`src/wsp_pkg.sv`:
```
// Package for the wake select and shared pad isolation block.
// Assumes a single 10 MHz system clock and a synchronous active-low reset.
package wsp_pkg;
    // ************************************************************
    // Sizes and reset values
    // ************************************************************
    localparam int WAKE_PINS = 8;
    localparam int SEL_W = 3;
    localparam int SHARED_PADS = 8;
    localparam logic [7:0] RST_HIB_MASK = 8'h00;
    localparam logic [2:0] RST_LOW_POWER_DEEP_SLEEP_STATE_SEL = 3'h0;
    localparam logic [7:0] RST_ISO = 8'hff;

    // Power states as seen by the wake monitor
    typedef enum logic [1:0] {
        WSP_ACTIVE,
        WSP_LOW_POWER_DEEP_SLEEP_STATE,
        WSP_HIB
    } wsp_pstate_t;

    // Per-pad programmed digital state
    typedef struct packed {
        logic [7:0] out;
        logic [7:0] oe;
        logic [7:0] pu;
    } wsp_pad_cfg_t;

    // Drive toward the pad ring
    typedef struct packed {
        logic [7:0] dig_out;
        logic [7:0] dig_oe;
        logic [7:0] dig_pu;
        logic [7:0] dig_iso;
        logic [7:0] ana_iso;
    } wsp_pad_drv_t;
endpackage

```
`src/wsp_top.sv`:
```
// Wake source selection and analog-digital shared pad isolation.
// Assumes wake pins and controls are synchronous to clk_sys_i.
// How it works
// - Hibernate wake: OR of masked wake pins
// - Sleep wake: one muxed pin, preselected
// - External slow clock frees crystal pin, pulled up
// - Reset or power-up isolates analog and digital
// - Converter pads stay isolated until switches configured
// - Configured pads follow programmed digital state
`timescale 1ns/1ps
module wsp_top #(
    parameter int PINS = wsp_pkg::WAKE_PINS,
    parameter int SW = wsp_pkg::SEL_W
) (
    input wire logic clk_sys_i,
    input wire logic reset_n_i,
    input wire logic [PINS-1:0] wake_pins_i,
    input wire wsp_pkg::wsp_pstate_t pstate_i,
    input wire logic mask_we_i,
    input wire logic [PINS-1:0] mask_i,
    input wire logic sel_we_i,
    input wire logic [SW-1:0] sel_i,
    input wire logic ext_slow_clk_i,
    input wire logic xtal_n_out_i,
    input wire logic sw_cfg_done_i,
    input wire wsp_pkg::wsp_pad_cfg_t pad_cfg_i,
    output logic hib_wake_o,
    output logic low_power_deep_sleep_state_wake_o,
    output logic xtal_n_oe_o,
    output logic xtal_n_out_o,
    output logic xtal_n_pu_o,
    output logic sw_cfg_ok_o,
    output wsp_pkg::wsp_pad_drv_t pad_drv_o
);
    // ************************************************************
    // Wake selection
    // ************************************************************
    logic [PINS-1:0] mask_w;
    logic [SW-1:0] sel_w;
    logic hib_wake_ff;
    logic nxt_hib_wake;
    logic low_power_deep_sleep_state_wake_ff;
    logic nxt_low_power_deep_sleep_state_wake;

    wsp_sel_mem #(
        .PINS(PINS),
        .SW(SW)
    ) u_sel (
        .clk_sys_i(clk_sys_i),
        .reset_n_i(reset_n_i),
        .mask_we_i(mask_we_i),
        .mask_i(mask_i),
        .sel_we_i(sel_we_i),
        .sel_i(sel_i),
        .mask_o(mask_w),
        .sel_o(sel_w)
    );

    // Each monitor looks only at its own setting and its own state
    always_comb begin
        nxt_hib_wake = 1'b0;
        nxt_low_power_deep_sleep_state_wake = 1'b0;
        if (pstate_i == wsp_pkg::WSP_HIB) begin
            nxt_hib_wake = |(wake_pins_i & mask_w);
        end
        if (pstate_i == wsp_pkg::WSP_LOW_POWER_DEEP_SLEEP_STATE) begin
            nxt_low_power_deep_sleep_state_wake = wake_pins_i[sel_w];
        end
    end

    // Wake flags are levels, one cycle behind the pins
    always_ff @(posedge clk_sys_i) begin
        if (!reset_n_i) begin
            hib_wake_ff <= 1'b0;
            low_power_deep_sleep_state_wake_ff <= 1'b0;
        end else begin
            hib_wake_ff <= nxt_hib_wake;
            low_power_deep_sleep_state_wake_ff <= nxt_low_power_deep_sleep_state_wake;
        end
    end

    // ************************************************************
    // Slow crystal negative pin
    // ************************************************************
    logic xtal_oe_ff;
    logic nxt_xtal_oe;
    logic xtal_out_ff;
    logic nxt_xtal_out;
    logic xtal_pu_ff;
    logic nxt_xtal_pu;

    // Pin is output-only when freed; never an input
    always_comb begin
        nxt_xtal_oe = ext_slow_clk_i;
        nxt_xtal_pu = ext_slow_clk_i;
        nxt_xtal_out = ext_slow_clk_i & xtal_n_out_i;
    end

    // Crystal pin drive registers
    always_ff @(posedge clk_sys_i) begin
        if (!reset_n_i) begin
            xtal_oe_ff <= 1'b0;
            xtal_out_ff <= 1'b0;
            xtal_pu_ff <= 1'b0;
        end else begin
            xtal_oe_ff <= nxt_xtal_oe;
            xtal_out_ff <= nxt_xtal_out;
            xtal_pu_ff <= nxt_xtal_pu;
        end
    end

    // ************************************************************
    // Shared pad isolation
    // ************************************************************
    logic cfg_ok_ff;
    logic nxt_cfg_ok;
    wsp_pkg::wsp_pad_drv_t drv_ff;
    wsp_pkg::wsp_pad_drv_t nxt_drv;

    // Configured flag is sticky until the next reset; it holds in
    // every power mode so the pads do not glitch on sleep entry
    always_comb begin
        nxt_cfg_ok = cfg_ok_ff | sw_cfg_done_i;
    end

    // Isolated pads drive nothing; configured pads copy the program
    always_comb begin
        nxt_drv = '0;
        if (cfg_ok_ff) begin
            nxt_drv.dig_out = pad_cfg_i.out;
            nxt_drv.dig_oe = pad_cfg_i.oe;
            nxt_drv.dig_pu = pad_cfg_i.pu;
            nxt_drv.dig_iso = 8'h00;
            nxt_drv.ana_iso = 8'h00;
        end else begin
            nxt_drv.dig_iso = wsp_pkg::RST_ISO;
            nxt_drv.ana_iso = wsp_pkg::RST_ISO;
        end
    end

    // Reset forces full isolation of both paths
    always_ff @(posedge clk_sys_i) begin
        if (!reset_n_i) begin
            cfg_ok_ff <= 1'b0;
            drv_ff <= '0;
            drv_ff.dig_iso <= wsp_pkg::RST_ISO;
            drv_ff.ana_iso <= wsp_pkg::RST_ISO;
        end else begin
            cfg_ok_ff <= nxt_cfg_ok;
            drv_ff <= nxt_drv;
        end
    end

    // Outputs straight from flops
    assign hib_wake_o = hib_wake_ff;
    assign low_power_deep_sleep_state_wake_o = low_power_deep_sleep_state_wake_ff;
    assign xtal_n_oe_o = xtal_oe_ff;
    assign xtal_n_out_o = xtal_out_ff;
    assign xtal_n_pu_o = xtal_pu_ff;
    assign sw_cfg_ok_o = cfg_ok_ff;
    assign pad_drv_o = drv_ff;
endmodule

```
`src/wsp_sel_mem.sv`:
```
// Small configuration store: hibernate wake mask and sleep pin select.
// Assumes the power controller loads it before entering a low-power state.
`timescale 1ns/1ps
module wsp_sel_mem #(
    parameter int PINS = wsp_pkg::WAKE_PINS,
    parameter int SW = wsp_pkg::SEL_W
) (
    input wire logic clk_sys_i,
    input wire logic reset_n_i,
    input wire logic mask_we_i,
    input wire logic [PINS-1:0] mask_i,
    input wire logic sel_we_i,
    input wire logic [SW-1:0] sel_i,
    output logic [PINS-1:0] mask_o,
    output logic [SW-1:0] sel_o
);
    logic [PINS-1:0] mask_ff;
    logic [PINS-1:0] nxt_mask;
    logic [SW-1:0] sel_ff;
    logic [SW-1:0] nxt_sel;

    // Next values of the stored settings
    always_comb begin
        nxt_mask = mask_we_i ? mask_i : mask_ff;
        nxt_sel = sel_we_i ? sel_i : sel_ff;
    end

    // Registered store, read data straight from the flops
    always_ff @(posedge clk_sys_i) begin
        if (!reset_n_i) begin
            mask_ff <= PINS'(wsp_pkg::RST_HIB_MASK);
            sel_ff <= SW'(wsp_pkg::RST_LOW_POWER_DEEP_SLEEP_STATE_SEL);
        end else begin
            mask_ff <= nxt_mask;
            sel_ff <= nxt_sel;
        end
    end

    assign mask_o = mask_ff;
    assign sel_o = sel_ff;
endmodule

```
`config.mk`:
```
export PLATFORM = sky130hd
export DESIGN_NAME = wsp_top
export DESIGN_NICKNAME = d
export VERILOG_FILES = /design/src/wsp_pkg.sv /design/src/wsp_top.sv /design/src/wsp_sel_mem.sv
export SDC_FILE = /design/constraint.sdc
export NUM_CORES = 1
export LEC_CHECK = 0
export ABC_CLOCK_PERIOD_IN_PS = 1500
export BUFFER_PORTS_ARGS = -buffer_cell sky130_fd_sc_hd__buf_4
export CORE_MARGIN = 2
export CORE_UTILIZATION = 40
export DETAILED_ROUTE_END_ITERATION = 10
export GPL_ROUTABILITY_DRIVEN = 0
export PLACE_DENSITY_LB_ADDON = 0.1
export SLEW_MARGIN = 20
export SYNTH_ARGS = -nofsm -noshare
export SYNTH_HDL_FRONTEND = slang
export SYNTH_SLANG_ARGS = --single-unit
```
`constraint.sdc`:
```
create_clock -name clk_sys_i -period 1.5 [get_ports clk_sys_i]
set_input_delay 0 -clock clk_sys_i [delete_from_list [all_inputs] [get_ports clk_sys_i]]
set_output_delay 0 -clock clk_sys_i [all_outputs]
set_load 0.05 [all_outputs]
```
==> results.toml <==
[clock_tree]
numCtsBuffers = 5
clk_latency_ns = 0.33
post-cts-setup-buffer-count = 0
cts_tree = "done"
clk_pin_slew_ns = 0.10
clockRootBuffer = "clkbuf_4"
htree_levels = 2
clock_sinks = 41
clockBufferDepth = 2

[pwr]
p_leak_nw = 1.29
pwr-share-clk_pct = 23.3
power_switching_uw = 629
power.internal_mw = 1.63
switching_share_pct = 27.8
vdd_drop_max_mv = 0.643
power_density_nw_per_um2 = 883
seq_power_share_pct = 51.8
p_comb_share_pct = 24.9

[timing]
skew_ns = 0.00623
finalCritPeriodShare_pct = 83.0
maxSlewHeadroom_pct = 70.5
drv_slew = 0
worst_pin_slew_ns = 0.442
final_hold_viol_count = 0
fin_tns_setup_ns = 0
period_needed_ns = 1.24
setup_viol_count_final = 0
rsz0062_at_grt = "no"
max_freq_ghz = 0.804

[setup_path]
crit_arrival_ns = 1.47
crit_start = "u_sel.sel_o[2]"
path_class = "flop to flop"
cp.required_ns = 1.73
path_max_fanout = 3
endpoint_kind = "flop"
timing.rr.start = "u_sel.sel_o[2]"
start_kind = "flop"

[die]
initial_core_util_pct = 42.5
ios = 98
core_area_um2 = 3390
die_w_um = 64.0
die_h_um = 64.0
die_area_um2 = 4090
row_count = 21

[grt]
antenna_found_initial = 0
grt_pass1_vias = 1349
track_usage_pct = 19.2
grt-ovfl-total = 0
grt_max_degree = 42
grt_pass1_wl_um = 6010

[synth]
synth_compound_area_share_pct = 3.48
synth_simple_gate_area_share_pct = 17.2
syn_area_per_cell_um2 = 11.5
synth_fa_ha_area_share_pct = 0
syn_area_um2 = 1440
ys_ff_latch = 41
synth_seq_area_share_pct = 57.0
synth-xor-area-share_pct = 0
synthMuxAreaShare_pct = 12.0
yosysWarningCount = 0
synth_nets = 177
synth_top_family_by_area = "simple AND/OR/NAND/NOR gates"
synth_cell_types = 15
netlist_instances = 125

[finish]
antennaDiodeCount = 0
fin_util_pct = 75.6
n_fill_cell = 234
fin_nets = 301
layout_commonest_cell = "buf_4"
fin_area_um2 = 2560
drive_above_1_share_pct = 41.8
layout_common_cells = "buf_4, dlygate4sd3_1, dfxtp_1, and3_1, mux2i_1"
synthToLayoutAreaGrowth_pct = 78.2

[detailed_routing]
drtAntennaViolNets = 0
finalWirelength_um = 3780
via_per_inst = 4.51
vias = 1331
dr.pass1.iters = 3
wl_per_cell_um = 12.8
drcViolationCount = 0
drtIter0Drc = 23

[place]
hpwl_um = 2380
placed_area_um2 = 2080
port-buffer-count = 97

[flow_run]
cap_violations = 0

[status]
status = "finished clean"

[min_path]
holdCritPathClass = "input port to flop"
hold_start = "reset_n_i"
## worst paths after layout
| check | end | slack (ns) | cells past startpoint |
|---|---|---|---|
| max reg2reg | low_power_deep_sleep_state_wake_o | 0.26 | 3 |
| min | pad_drv_o[14] | 0.01 | 2 |
| min reg2reg | u_sel.mask_o[4] | 0.54 | 2 |
| max | low_power_deep_sleep_state_wake_o | 0.26 | 3 |
## timing repair
| action | CTS | global route |
|---|---|---|
| endpoints found under the hold margin | 40 | 0 |
| resized for setup | 0 | 1 |
| hold buffers | 43 | 0 |
| setup endpoints to repair | 0 | 1 |
## stage by stage
step                cells  power, mW  hold slack [ns]  worst slack, ns
finish                295       2.26           0.0145            0.255
global placement      245       1.66            0.174            0.294
CTS                   295       2.29          0.00570           0.0957
global route          295       2.38           0.0184            0.172
floorplan             125       1.49           0.0728            0.325
detailed placement    245       1.66            0.177            0.251
## area by class of cell
cell class | instances | area, um^2 | share of cell area (%)
Clock buffer | 7 | 55.1 | 2.15
Multi-Input combinational cell | 61 | 470 | 18.4
Sequential cell | 41 | 822 | 32.1
Tap cell | 46 | 57.6 | 2.24
Timing Repair Buffer | 140 | 1160 | 45.2
## synth_stat cells (all sizes together)
library cell   n  area share (%)
a22o           2             1.2
o21a           1            0.52
a211oi         1            0.52
and2           1            0.44
buf           17             8.7
nor2b         11             4.8
mux4           2             3.7
a221oi         2             1.2
clkbuf         6             1.6
mux2i         12             8.3
and3          25              11
dfxtp         41              57
nand2          3            0.78
nor3           1            0.35
## cell families after synthesis
logic type,after synthesis
flip-flops,41
AND/OR/NAND/NOR,41
buffers and inverters,23
multiplexers,14
AO/OA/AOI/OAI,6
## power by group through the flow
| stage | clock (mW) | sequential (mW) | combinational (mW) |
|---|---|---|---|
| after floorplan | 0 | 1.29 | 0.201 |
| final | 0.528 | 1.17 | 0.563 |
| after detailed placement | 0 | 1.20 | 0.469 |
| after global routing | 0.609 | 1.18 | 0.593 |
| after CTS | 0.552 | 1.17 | 0.561 |
| after global placement | 0 | 1.19 | 0.464 |
## routing by layer
| layer | vias up | wire, um | GRT usage [%] |
|---|---|---|---|
| li1 | 666 | - | - |
| met4 | 0 | 63 | 8.70 |
| met1 | 593 | 1470 | 20.1 |
| met3 | 7 | 326 | 4.93 |
| met2 | 65 | 1920 | 35.4 |
| met5 | - | 0 | 0 |
## sequential cells by signal, indices dropped and copies added (netlist names)
| signal | count |
|---|---|
| low_power_deep_sleep_state_wake_o | 1 |
| pad_drv_o | 25 |
| u_sel.sel_o | 3 |
| xtal_n_pu_o | 1 |
| xtal_n_out_o | 1 |
| u_sel.mask_o | 8 |
| hib_wake_o | 1 |
| sw_cfg_ok_o | 1 |
## critical path: stages, from the launching register on
cell and delay [ns]:
dfxtp_1 0.38, mux4_1 0.56, mux2i_1 0.15, nor3_1 0.06
Power figures use the tool's default switching activity.
